--- src/frame_timing_pkg.sv ---
// Purpose: shared constants and types for the frame timing counters
// Assumes: byte offsets inside the controller's register window
// Notes:   one bit_tick pulse marks one bit time
package frame_timing_pkg;

    // register offsets inside the window
    localparam logic [7:0]  OFS_PERIOD    = 8'h34;
    localparam logic [7:0]  OFS_LEFT      = 8'h38;
    localparam logic [7:0]  OFS_COUNT     = 8'h3C;

    // field positions and widths
    localparam int          PERIOD_LSB    = 0;
    localparam int          PERIOD_W      = 14;
    localparam int          BUDGET_LSB    = 16;
    localparam int          BUDGET_W      = 15;
    localparam int          TOGGLE_BIT    = 31;
    localparam int          COUNT_W       = 16;

    // reset values
    localparam logic [13:0] PERIOD_RST    = 14'h2EDF;
    localparam logic [14:0] BUDGET_RST    = 15'h0000;
    localparam logic [13:0] LEFT_RST      = 14'h0000;
    localparam logic [15:0] COUNT_RST     = 16'h0000;
    localparam logic        TOGGLE_RST    = 1'b0;
    localparam logic [31:0] RDATA_RST     = 32'h0000_0000;

    // register access request
    typedef struct packed {
        logic        sel;
        logic        wr;
        logic [7:0]  addr;
        logic [31:0] wdata;
    } reg_req_s;

    // shared area write sequencer
    typedef enum logic [1:0] {
        SCA_IDLE  = 2'b00,
        SCA_WRITE = 2'b01,
        SCA_DONE  = 2'b10
    } sca_state_e;

endpackage : frame_timing_pkg

--- src/usb_frame_timing_counters.sv ---
// Purpose: frame period, bit times left and frame number of a full-speed host
// Assumes: bit_tick is a one-cycle pulse per bit time; running_state is a level
// Notes:   register reads answer one cycle after sel; hardware beats writes
// Operation
// - load packet budget at every frame start
// - budget counter limits bits per transaction
// - period field plus one gives bit times between SOFs
// - period resets to nominal 11,999
// - bit times left is 14-bit down counter
// - count down one per bit time while running
// - at zero reload period on next bit time
// - copy toggle into countdown copy at zero
// - entering running reloads counter from period
// - frame number is a 16-bit counter
// - frame number increments on reload and entry
// - write number to shared area, then flag
`timescale 1ns/1ps
module usb_frame_timing_counters (
    // clock and reset
    input  wire logic                                  clk,
    input  wire logic                                  nrst,
    // register window
    input  wire frame_timing_pkg::reg_req_s            reg_req,
    output logic      [31:0]                           reg_rdata_q,
    output logic                                       reg_ack_q,
    // bus timing
    input  wire logic                                  bit_tick,
    input  wire logic                                  running_state,
    input  wire logic                                  pkt_bit,
    output logic                                       sof_pulse_q,
    // packet budget
    output logic      [frame_timing_pkg::BUDGET_W-1:0] packet_budget_q,
    output logic                                       packet_budget_ok_q,
    // shared area write
    output logic                                       sca_wr_req_q,
    output logic      [frame_timing_pkg::COUNT_W-1:0]  sca_wr_data_q,
    input  wire logic                                  sca_wr_done,
    output logic                                       desc_fetch_ok_q,
    // status
    output logic                                       sof_written_flag_q,
    input  wire logic                                  sof_flag_clr
);
    import frame_timing_pkg::*;

    logic [PERIOD_W-1:0] frame_period_bits_q, frame_period_bits_d;
    logic [BUDGET_W-1:0] packet_bit_budget_q, packet_bit_budget_d;
    logic                period_update_toggle_q, period_update_toggle_d;
    logic [PERIOD_W-1:0] bit_times_left_q, bit_times_left_d;
    logic                countdown_toggle_copy_q, countdown_toggle_copy_d;
    logic [COUNT_W-1:0]  sof_count_q, sof_count_d;
    logic                running_prev_q;
    logic                run_rise, zero_reload, frame_start;
    logic                wr_period, wr_left, wr_count;
    logic [31:0]         reg_rdata_d;
    logic                sof_pulse_d;

    // frame boundary events
    assign run_rise    = running_state && !running_prev_q;
    assign zero_reload = running_state && bit_tick && bit_times_left_q == LEFT_RST;
    assign frame_start = run_rise || zero_reload;
    assign wr_period   = reg_req.sel && reg_req.wr && reg_req.addr == OFS_PERIOD;
    assign wr_left     = reg_req.sel && reg_req.wr && reg_req.addr == OFS_LEFT;
    assign wr_count    = reg_req.sel && reg_req.wr && reg_req.addr == OFS_COUNT;

    // next values of configuration and counters
    always_comb begin
        frame_period_bits_d     = frame_period_bits_q;
        packet_bit_budget_d     = packet_bit_budget_q;
        period_update_toggle_d  = period_update_toggle_q;
        bit_times_left_d        = bit_times_left_q;
        countdown_toggle_copy_d = countdown_toggle_copy_q;
        sof_count_d             = sof_count_q;
        if (wr_period) begin
            frame_period_bits_d    = reg_req.wdata[PERIOD_LSB +: PERIOD_W];
            packet_bit_budget_d    = reg_req.wdata[BUDGET_LSB +: BUDGET_W];
            period_update_toggle_d = reg_req.wdata[TOGGLE_BIT];
        end
        if (wr_left) begin
            bit_times_left_d        = reg_req.wdata[PERIOD_LSB +: PERIOD_W];
            countdown_toggle_copy_d = reg_req.wdata[TOGGLE_BIT];
        end
        if (wr_count) begin
            sof_count_d = reg_req.wdata[COUNT_W-1:0];
        end
        if (frame_start) begin
            bit_times_left_d = frame_period_bits_q;
            sof_count_d      = sof_count_q + 16'h0001;
        end else if (running_state && bit_tick) begin
            bit_times_left_d = bit_times_left_q - 14'h0001;
        end
        if (zero_reload) begin
            countdown_toggle_copy_d = period_update_toggle_q;
        end
    end

    // configuration and counter registers
    always_ff @(posedge clk or negedge nrst) begin
        if (!nrst) begin
            frame_period_bits_q     <= PERIOD_RST;
            packet_bit_budget_q     <= BUDGET_RST;
            period_update_toggle_q  <= TOGGLE_RST;
            bit_times_left_q        <= LEFT_RST;
            countdown_toggle_copy_q <= TOGGLE_RST;
            sof_count_q             <= COUNT_RST;
            running_prev_q          <= 1'b0;
        end else begin
            frame_period_bits_q     <= frame_period_bits_d;
            packet_bit_budget_q     <= packet_bit_budget_d;
            period_update_toggle_q  <= period_update_toggle_d;
            bit_times_left_q        <= bit_times_left_d;
            countdown_toggle_copy_q <= countdown_toggle_copy_d;
            sof_count_q             <= sof_count_d;
            running_prev_q          <= running_state;
        end
    end

    // read mux, reserved bits read zero
    always_comb begin
        reg_rdata_d = RDATA_RST;
        if (reg_req.sel && !reg_req.wr) begin
            case (reg_req.addr)
                OFS_PERIOD: begin
                    reg_rdata_d[PERIOD_LSB +: PERIOD_W] = frame_period_bits_q;
                    reg_rdata_d[BUDGET_LSB +: BUDGET_W] = packet_bit_budget_q;
                    reg_rdata_d[TOGGLE_BIT]             = period_update_toggle_q;
                end
                OFS_LEFT: begin
                    reg_rdata_d[PERIOD_LSB +: PERIOD_W] = bit_times_left_q;
                    reg_rdata_d[TOGGLE_BIT]             = countdown_toggle_copy_q;
                end
                OFS_COUNT: begin
                    reg_rdata_d[COUNT_W-1:0] = sof_count_q;
                end
                default: begin
                    reg_rdata_d = RDATA_RST;
                end
            endcase
        end
        sof_pulse_d = frame_start;
    end

    // read answer and start of frame strobe
    always_ff @(posedge clk or negedge nrst) begin
        if (!nrst) begin
            reg_rdata_q <= RDATA_RST;
            reg_ack_q   <= 1'b0;
            sof_pulse_q <= 1'b0;
        end else begin
            reg_rdata_q <= reg_rdata_d;
            reg_ack_q   <= reg_req.sel;
            sof_pulse_q <= sof_pulse_d;
        end
    end

    // largest data packet counter
    packet_budget_counter u_budget (
        .clk         (clk),
        .nrst        (nrst),
        .load        (frame_start),
        .load_val    (packet_bit_budget_q),
        .consume     (pkt_bit),
        .budget_q    (packet_budget_q),
        .budget_ok_q (packet_budget_ok_q)
    );

    sca_state_e          sca_state_q, sca_state_d;
    logic                sca_wr_req_d, desc_fetch_ok_d, sof_written_flag_d;
    logic [COUNT_W-1:0]  sca_wr_data_d;

    // shared area write, then flag and descriptor fetch in the same cycle
    always_comb begin
        sca_state_d        = sca_state_q;
        sca_wr_req_d       = sca_wr_req_q;
        sca_wr_data_d      = sca_wr_data_q;
        desc_fetch_ok_d    = desc_fetch_ok_q;
        sof_written_flag_d = sof_written_flag_q && !sof_flag_clr;
        case (sca_state_q)
            SCA_IDLE, SCA_DONE: begin
                sca_state_d = sca_state_q;
            end
            SCA_WRITE: begin
                if (sca_wr_done) begin
                    sca_state_d        = SCA_DONE;
                    sca_wr_req_d       = 1'b0;
                    desc_fetch_ok_d    = 1'b1;
                    sof_written_flag_d = 1'b1;
                end
            end
            default: begin
                sca_state_d  = SCA_IDLE;
                sca_wr_req_d = 1'b0;
            end
        endcase
        if (frame_start) begin
            sca_state_d     = SCA_WRITE;
            sca_wr_req_d    = 1'b1;
            sca_wr_data_d   = sof_count_d;
            desc_fetch_ok_d = 1'b0;
        end
    end

    // sequencer registers
    always_ff @(posedge clk or negedge nrst) begin
        if (!nrst) begin
            sca_state_q        <= SCA_IDLE;
            sca_wr_req_q       <= 1'b0;
            sca_wr_data_q      <= COUNT_RST;
            desc_fetch_ok_q    <= 1'b0;
            sof_written_flag_q <= 1'b0;
        end else begin
            sca_state_q        <= sca_state_d;
            sca_wr_req_q       <= sca_wr_req_d;
            sca_wr_data_q      <= sca_wr_data_d;
            desc_fetch_ok_q    <= desc_fetch_ok_d;
            sof_written_flag_q <= sof_written_flag_d;
        end
    end

    property p_count_down;
        @(posedge clk) disable iff (!nrst)
        (running_state && bit_tick && !frame_start && !wr_left)
            |=> bit_times_left_q == $past(bit_times_left_q) - 14'h0001;
    endproperty
    a_count_down: assert property (p_count_down) else $error("counter did not step down");

    property p_zero_reload;
        @(posedge clk) disable iff (!nrst)
        zero_reload |=> bit_times_left_q == $past(frame_period_bits_q) && sof_pulse_q;
    endproperty
    a_zero_reload: assert property (p_zero_reload) else $error("no reload at zero");

    property p_toggle_copy;
        @(posedge clk) disable iff (!nrst)
        zero_reload |=> countdown_toggle_copy_q == $past(period_update_toggle_q);
    endproperty
    a_toggle_copy: assert property (p_toggle_copy) else $error("toggle not copied");

    property p_enter_run;
        @(posedge clk) disable iff (!nrst)
        $rose(running_state) |=> bit_times_left_q == $past(frame_period_bits_q);
    endproperty
    a_enter_run: assert property (p_enter_run) else $error("no reload on entry");

    property p_number_step;
        @(posedge clk) disable iff (!nrst)
        frame_start |=> sof_count_q == $past(sof_count_q) + 16'h0001;
    endproperty
    a_number_step: assert property (p_number_step) else $error("frame number not advanced");

    property p_sca_order;
        @(posedge clk) disable iff (!nrst)
        frame_start |=> sca_wr_req_q && !desc_fetch_ok_q && sca_wr_data_q == sof_count_q;
    endproperty
    a_sca_order: assert property (p_sca_order) else $error("shared area write out of order");

    property p_flag_set;
        @(posedge clk) disable iff (!nrst)
        (sca_wr_req_q && sca_wr_done && !frame_start)
            |=> sof_written_flag_q && desc_fetch_ok_q && !sca_wr_req_q;
    endproperty
    a_flag_set: assert property (p_flag_set) else $error("flag not set after write");

    property p_idle_hold;
        @(posedge clk) disable iff (!nrst)
        (!running_state && !wr_left) |=> $stable(bit_times_left_q);
    endproperty
    a_idle_hold: assert property (p_idle_hold) else $error("counter moved while stopped");

endmodule : usb_frame_timing_counters

--- src/packet_budget_counter.sv ---
// Purpose: largest data packet counter, reloaded at every frame start
// Assumes: consume pulses once per data bit moved on the bus
// Notes:   load wins over consume in the same cycle
`timescale 1ns/1ps
module packet_budget_counter (
    // clock and reset
    input  wire logic                                 clk,
    input  wire logic                                 nrst,
    // control
    input  wire logic                                 load,
    input  wire logic [frame_timing_pkg::BUDGET_W-1:0] load_val,
    input  wire logic                                 consume,
    // state
    output logic      [frame_timing_pkg::BUDGET_W-1:0] budget_q,
    output logic                                      budget_ok_q
);
    import frame_timing_pkg::*;

    logic [BUDGET_W-1:0] budget_d;
    logic                budget_ok_d;

    // next budget value
    always_comb begin
        budget_d = budget_q;
        if (load) begin
            budget_d = load_val;
        end else if (consume && budget_q != BUDGET_RST) begin
            budget_d = budget_q - 15'h0001;
        end
        budget_ok_d = (budget_d != BUDGET_RST);
    end

    // budget registers
    always_ff @(posedge clk or negedge nrst) begin
        if (!nrst) begin
            budget_q    <= BUDGET_RST;
            budget_ok_q <= 1'b0;
        end else begin
            budget_q    <= budget_d;
            budget_ok_q <= budget_ok_d;
        end
    end

    property p_budget_load;
        @(posedge clk) disable iff (!nrst)
        load |=> budget_q == $past(load_val);
    endproperty
    a_budget_load: assert property (p_budget_load) else $error("budget not loaded");

    property p_budget_use;
        @(posedge clk) disable iff (!nrst)
        (!load && consume && budget_q != 15'h0000)
            |=> budget_q == $past(budget_q) - 15'h0001 && budget_ok_q == (budget_q != 15'h0000);
    endproperty
    a_budget_use: assert property (p_budget_use) else $error("budget not consumed");

endmodule : packet_budget_counter

--- config.mk ---
export PLATFORM = sky130hd
export DESIGN_NAME = usb_frame_timing_counters
export DESIGN_NICKNAME = d
export VERILOG_FILES = /design/src/frame_timing_pkg.sv /design/src/usb_frame_timing_counters.sv /design/src/packet_budget_counter.sv
export SDC_FILE = /design/constraint.sdc
export NUM_CORES = 1
export LEC_CHECK = 0
export BUFFER_PORTS_ARGS = -buffer_cell sky130_fd_sc_hd__buf_4
export CAP_MARGIN = 40
export CORE_MARGIN = 2
export CORE_UTILIZATION = 41
export CTS_BUF_LIST = sky130_fd_sc_hd__clkbuf_16
export DETAILED_ROUTE_END_ITERATION = 10
export GPL_ROUTABILITY_DRIVEN = 0
export HOLD_SLACK_MARGIN = 0.15
export PLACE_DENSITY = 0.61
export SYNTH_ARGS = -nofsm -noshare
export SYNTH_HDL_FRONTEND = slang
export SYNTH_HIERARCHICAL = 1
export SYNTH_SLANG_ARGS = --single-unit
--- constraint.sdc ---
create_clock -name clk -period 3.05 [get_ports clk]
set_input_delay 0.1525 -clock clk [delete_from_list [all_inputs] [get_ports clk]]
set_output_delay 0.1525 -clock clk [all_outputs]
set_load 0.005 [all_outputs]
[After elaboration in Yosys (flattened, before gate mapping)]
Cells that the tools add are included.
Widths: inputs -> output; s select.
Word-level totals
  word-level logic and storage cells: 77
  output and inout port bits: 69
  bits in registers: 133
  bits of input ports: 49
Cells by class
  reduce and logical (&&, ||, !) cells: 25
  $add $sub $neg: 3
  equality and inequality tests: 7
  muxes and demuxes: 25
Operators by type and width (count)
  $mux 15: 3
  $mux 14: 3
  $pmux 14 s3: 1
  $mux 16: 2
  $mux 32: 1
  $reduce_bool 15->1: 2
  $eq 8x6->1 const B: 3
  $add 16x1->16 const B: 1
  $sub 15x1->15 const B: 1
  $logic_not 14->1: 1
  $sub 14x1->14 const B: 1
  $logic_and 1x1->1: 10
  $mux 1: 9
  $mux 2: 3
  $reduce_bool 2->1: 3
  $pmux 1 s2: 2
  $pmux 2 s2: 1
  $reduce_and 2->1: 2
  $logic_not 1->1: 3
  $ne 3x3->1 const B: 1
  $reduce_bool 3->1: 1
  $eq 2x1->1 const B: 1
  $eq 2x2->1 const B: 1
  $logic_not 2->1: 1
  3 further kinds: 3

[Depth between registers and ports, before layout]
  depth in word-level cells: 5
  gate-level depth with buffers: 14
  gate-level depth less buffers: 11

[By module]
The synthesis kept the hierarchy.
By module, submodules not included
  usb_frame_timing_counters: times used 1, area each 5576.6 µm², seq. area each 2916.5 µm², cells an instance 524
  packet_budget_counter: times used 1, area each 1032.2 µm², seq. area each 400.4 µm², cells an instance 112

[Least setup slack after synthesis]
Ideal clock, no wire load.
  kind: flip-flop to flip-flop
  start: register bit_times_left_q[8]
  end: register u_budget.budget_ok_q
  cell stages (with the launch flop): 12
  buffers on the path: 5
  data arrival time: 2924 ps
  data required time: 2913 ps
  clock period less this slack: 3061 ps
  setup slack: -11 ps
  library setup time: 137 ps
  path through: dfrtp_1 or4_4 o41a_1 inv_2 buf_6 buf_4 buf_4 clkbuf_1 clkbuf_1 o211ai_1 nor4_2 nand4b_1
On the way
  longest elaborated chain between the ends: 5
RTL lines
  start: declaration: line usb_frame_timing_counters.sv:48  | logic [PERIOD_W-1:0] bit_times_left_q, bit_times_left_d;
  start signal: assignment: line usb_frame_timing_counters.sv:110  | bit_times_left_q <= bit_times_left_d;
  $logic_not 14->1: line usb_frame_timing_counters.sv:59  | assign zero_reload = running_state && bit_tick && bit_times_left_q == LEFT_RST;
  $logic_and 1x1->1: line usb_frame_timing_counters.sv:59
  $logic_or 1x1->1: line usb_frame_timing_counters.sv:60  | assign frame_start = run_rise || zero_reload;
  via frame_start: line usb_frame_timing_counters.sv:52  | logic run_rise, zero_reload, frame_start;
  $mux 15: line packet_budget_counter.sv:25  | if (load) begin
  $reduce_bool 15->1: line packet_budget_counter.sv:30  | budget_ok_d = (budget_d != BUDGET_RST);
  via u_budget.budget_ok_d: line packet_budget_counter.sv:20  | logic budget_ok_d;
  end signal: assignment: line packet_budget_counter.sv:40  | budget_ok_q <= budget_ok_d;
  end: declaration: line packet_budget_counter.sv:15  | output logic budget_ok_q
The timed path passes the listed nets, and every way through them passes these cells.
A chain may end at the register's enable or synchronous reset.

[Final worst setup path]
  start: register bit_times_left_q[8]
  end: register u_budget.budget_ok_q
On the way
  longest elaborated chain between the ends: 5
RTL lines (line)
  $logic_not 14->1: usb_frame_timing_counters.sv:59
  $logic_and 1x1->1: usb_frame_timing_counters.sv:59
  $logic_or 1x1->1: usb_frame_timing_counters.sv:60
  $mux 15: packet_budget_counter.sv:25
  $reduce_bool 15->1: packet_budget_counter.sv:30
  via u_budget.budget_ok_d: packet_budget_counter.sv:20
The timed path passes the listed nets, and every way through them passes these cells.

==> results.tsv <==
stage	metric	value	unit
timing	holdWs	0.205	ns
synth	synth_top_area_cell	dfrtp_1	
timing	relSlewSlack	0.447	
timing	rsz0062_at_grt	false	
detailed_routing	drc	0	
cts	cts_tree	yes	
timing	tightest_slew	0.829	ns
cells_and_area	seqCellArea	3320	sq um
place	placed_cells	939	
setup_path	start_kind	flip-flop	
timing	fin_setup_tns	0	ns
timing	period_minus_slack	2.88	ns
synth	yosysWarnings	6	
grt	grt.total_usage	0.215	
setup_path	critPathKind	flip-flop to flip-flop	
grt	gr-total-overflow	0	
cells_and_area	drive_gt1_frac	0.299	
setup_path	crit_path_max_incr_delay	0.58	ns
power_and_ir_drop	leakage	3.95	nW
place	portBuffers	117	
timing	finalWorstSetupSlack	0.167	ns
setup_path	cp_cell_sequence	or4_4 > o41a_2 > inv_2 > nand2b_1 > o221ai_1 > a31oi_1 > o211ai_1 > nor4_2 > nand4b_1	
detailed_routing	num_vias	5447	
synth	synth.top_cell.area_share	0.458	
timing	finalCritPeriodShare	0.945	
detailed_routing	antenna_left	0	
synth	syn_area	6610	sq um
floorplan	pin_count	118	
synth	netlist_top_cells_area	dfrtp_1 (46%), mux2_2 (7.7%), dfstp_2 (4.4%)	
cells_and_area	final_nets	835	
power_and_ir_drop	ir_worst_vdd	420	uV
synth	synthFlopType	dfrtp_1	
cts	clk_latency	0.42	ns
synth	async_flop_share	1.00	
cells_and_area	area_growth	31.0	%
timing	setup_viol	0	
synth	synth_cell_type_count	65	
detailed_routing	drtIter0Drc	310	
setup_path	worstPathMaxFanout	12	
power_and_ir_drop	pwr-share-seq	0.390	
power_and_ir_drop	p_sw_frac	0.305	
grt	grt_max_degree	61	
cells_and_area	fin_cells	1011	
timing	hold_viol	0	
floorplan	die_w	131	um
cts	cts_resized	0	
cts	clock-sinks	132	
floorplan	die-area	17200	sq um
cts	numCtsBuffers	17	
cells_and_area	multi_input_area	3000	sq um
synth	yosys_register_bits	132	
floorplan	rows	46	
timing	fin_worst_skew	0.00470	ns
synth	seq_area_frac_synth	0.502	
detailed_routing	first_pass_iters	5	
power_and_ir_drop	p_clk_frac	0.364	
synth	synth_edf_count	0	
cells_and_area	mostFrequentLayoutCell	buf_4	
min_path	hold_path.class	input pin to flip-flop	
cells_and_area	layout_common_cells	buf_4 (128), dfrtp_1 (121), nand2_1 (71)	
detailed_routing	routedWlPerCell	17.6	um
setup_path	crit_required	3.34	ns
cells_and_area	diodes	0	
floorplan	die_height	131	um
setup_path	critical_path_arrival	3.17	ns
floorplan	core	15800	sq um
run	cap_viol_max_count	0	
synth	synth_nets	689	
timing	maxSlewViolCount	0	
grt	grt_pass1_vias	5455	
detailed_routing	routed_wl	17800	um
power_and_ir_drop	p_per_area	686	nW/um^2
place	hpwl	12200	um
cells_and_area	n_fill_cell	1397	
power_and_ir_drop	pwr-share-comb	0.246	
cts	clk_pin_slew	0.05	ns
grt	grt_pass1_wl	27900	um
setup_path	slowest_stage	or4_4	
detailed_routing	viasPerCell	5.39	
timing	timing.fmax	0.347	GHz
setup_path	end_kind	flip-flop	
grt	grt_antenna_before_repair	0	
power_and_ir_drop	p_switching	0.00181	W
cts	root_buffer	clkbuf_16	
synth	synth.avg_cell_area	10.4	sq um
floorplan	initial_core_util	0.418	
synth	syn_inst	636	
cts	htreeDepth	4	
run_status	status	finished clean	
power_and_ir_drop	intPower	0.00413	W
place	dp_slack	0.193	ns
cts	cts_buffer_depth	2	
## stage by stage
step                instance area, sq um  total power, W  utilization
floorplan                           6610         0.00317            -
global placement                    7630         0.00371        0.482
detailed placement                  7630         0.00375        0.482
CTS                                 8660         0.00598        0.547
global route                        8660         0.00624        0.547
finish                              8660         0.00594        0.547
## final cells by class
| type | instances | area share |
|---|---|---|
| repair buffers | 169 | 0.160 |
| clock buffers | 17 | 0.0491 |
| clock inverters | 15 | 0.0228 |
| multi-input cells | 445 | 0.347 |
| well taps | 216 | 0.0312 |
| inverters | 17 | 0.00737 |
| flip-flops and latches | 132 | 0.383 |
## flip-flops by register name, indices dropped and copies added (netlist names)
signal / count
bit_times_left_q: 14
countdown_toggle_copy_q: 1
desc_fetch_ok_q: 1
frame_period_bits_q: 14
packet_bit_budget_q: 15
period_update_toggle_q: 1
reg_ack_q: 1
reg_rdata_q: 32
running_prev_q: 1
sca_state_q: 2
sca_wr_data_q: 16
sof_count_q: 16
sof_pulse_q: 1
sof_written_flag_q: 1
u_budget/budget_ok_q: 1
u_budget/budget_q: 15
## cell usage after synthesis (6+ instances only)
| library cell | number |
|---|---|
| a21oi_1 | 21 |
| a21oi_2 | 6 |
| a22oi_1 | 15 |
| a32oi_1 | 6 |
| and2_1 | 18 |
| buf_6 | 6 |
| clkbuf_1 | 30 |
| dfrtp_1 | 121 |
| dfstp_2 | 11 |
| inv_1 | 16 |
| mux2_2 | 45 |
| nand2_1 | 71 |
| nand2b_1 | 6 |
| nand3_1 | 19 |
| nand4_1 | 9 |
| nor2_1 | 53 |
| nor3_1 | 11 |
| nor4_1 | 7 |
| o21ai_0 | 19 |
| o21ai_1 | 16 |
| xnor2_1 | 18 |
| xor2_1 | 19 |
## worst paths after layout
path	depth (start not counted)	start	slack, ns	to
max in group asynchronous	3	nrst	1.86	frame_period_bits_q[11]
hold reg to reg	2	sca_wr_data_q[13]	0.49	sca_wr_data_q[13]
setup / recovery	9	bit_times_left_q[8]	0.17	u_budget/budget_ok_q
min in group asynchronous	2	nrst	0.35	reg_rdata_q[29]
hold / removal	4	pkt_bit	0.21	u_budget/budget_q[1]
setup reg to reg	9	bit_times_left_q[8]	0.17	u_budget/budget_ok_q
## power groups by stage
stage               logic [W]  registers [W]  clock network [W]
finish                0.00146        0.00232            0.00216
global route          0.00160        0.00235            0.00228
CTS                   0.00146        0.00231            0.00221
detailed placement    0.00140        0.00234                  0
global placement      0.00138        0.00233                  0
floorplan            0.000935        0.00223                  0
## per-layer routing
layer,wire (um),global-route usage,vias to the layer above
met3,955,0.0505,29
li1,-,-,2539
met2,8760,0.361,187
met1,7620,0.268,2692
met4,422,0.0870,0
met5,0,0,-
## logic make-up (layout without fill, tap and decap cells)
| family | Yosys count | in the layout | share of synthesized area |
|---|---|---|---|
| flops | 132 | 132 | 0.502 |
| fa+ha+maj | 4 | 4 | 0.00757 |
| simple gates | 236 | 236 | 0.190 |
| xor+xnor | 37 | 37 | 0.0490 |
| buf+inv | 59 | 218 | 0.0439 |
| mux | 49 | 49 | 0.0835 |
| compound gates | 119 | 119 | 0.124 |
## critical path: cells and delay by family, from the launching register on
family	cells	cell delay, ns
compound gates	4	1.02
buf+inv	1	0.18
flops	1	0.45
simple gates	4	1.09
## repair_timing
item | CTS | global route
setup buffers | 0 | 0
hold buffers | 40 | 0
hold endpoints to repair | 113 | 0
No activity file was read; power rests on OpenSTA's default activity.
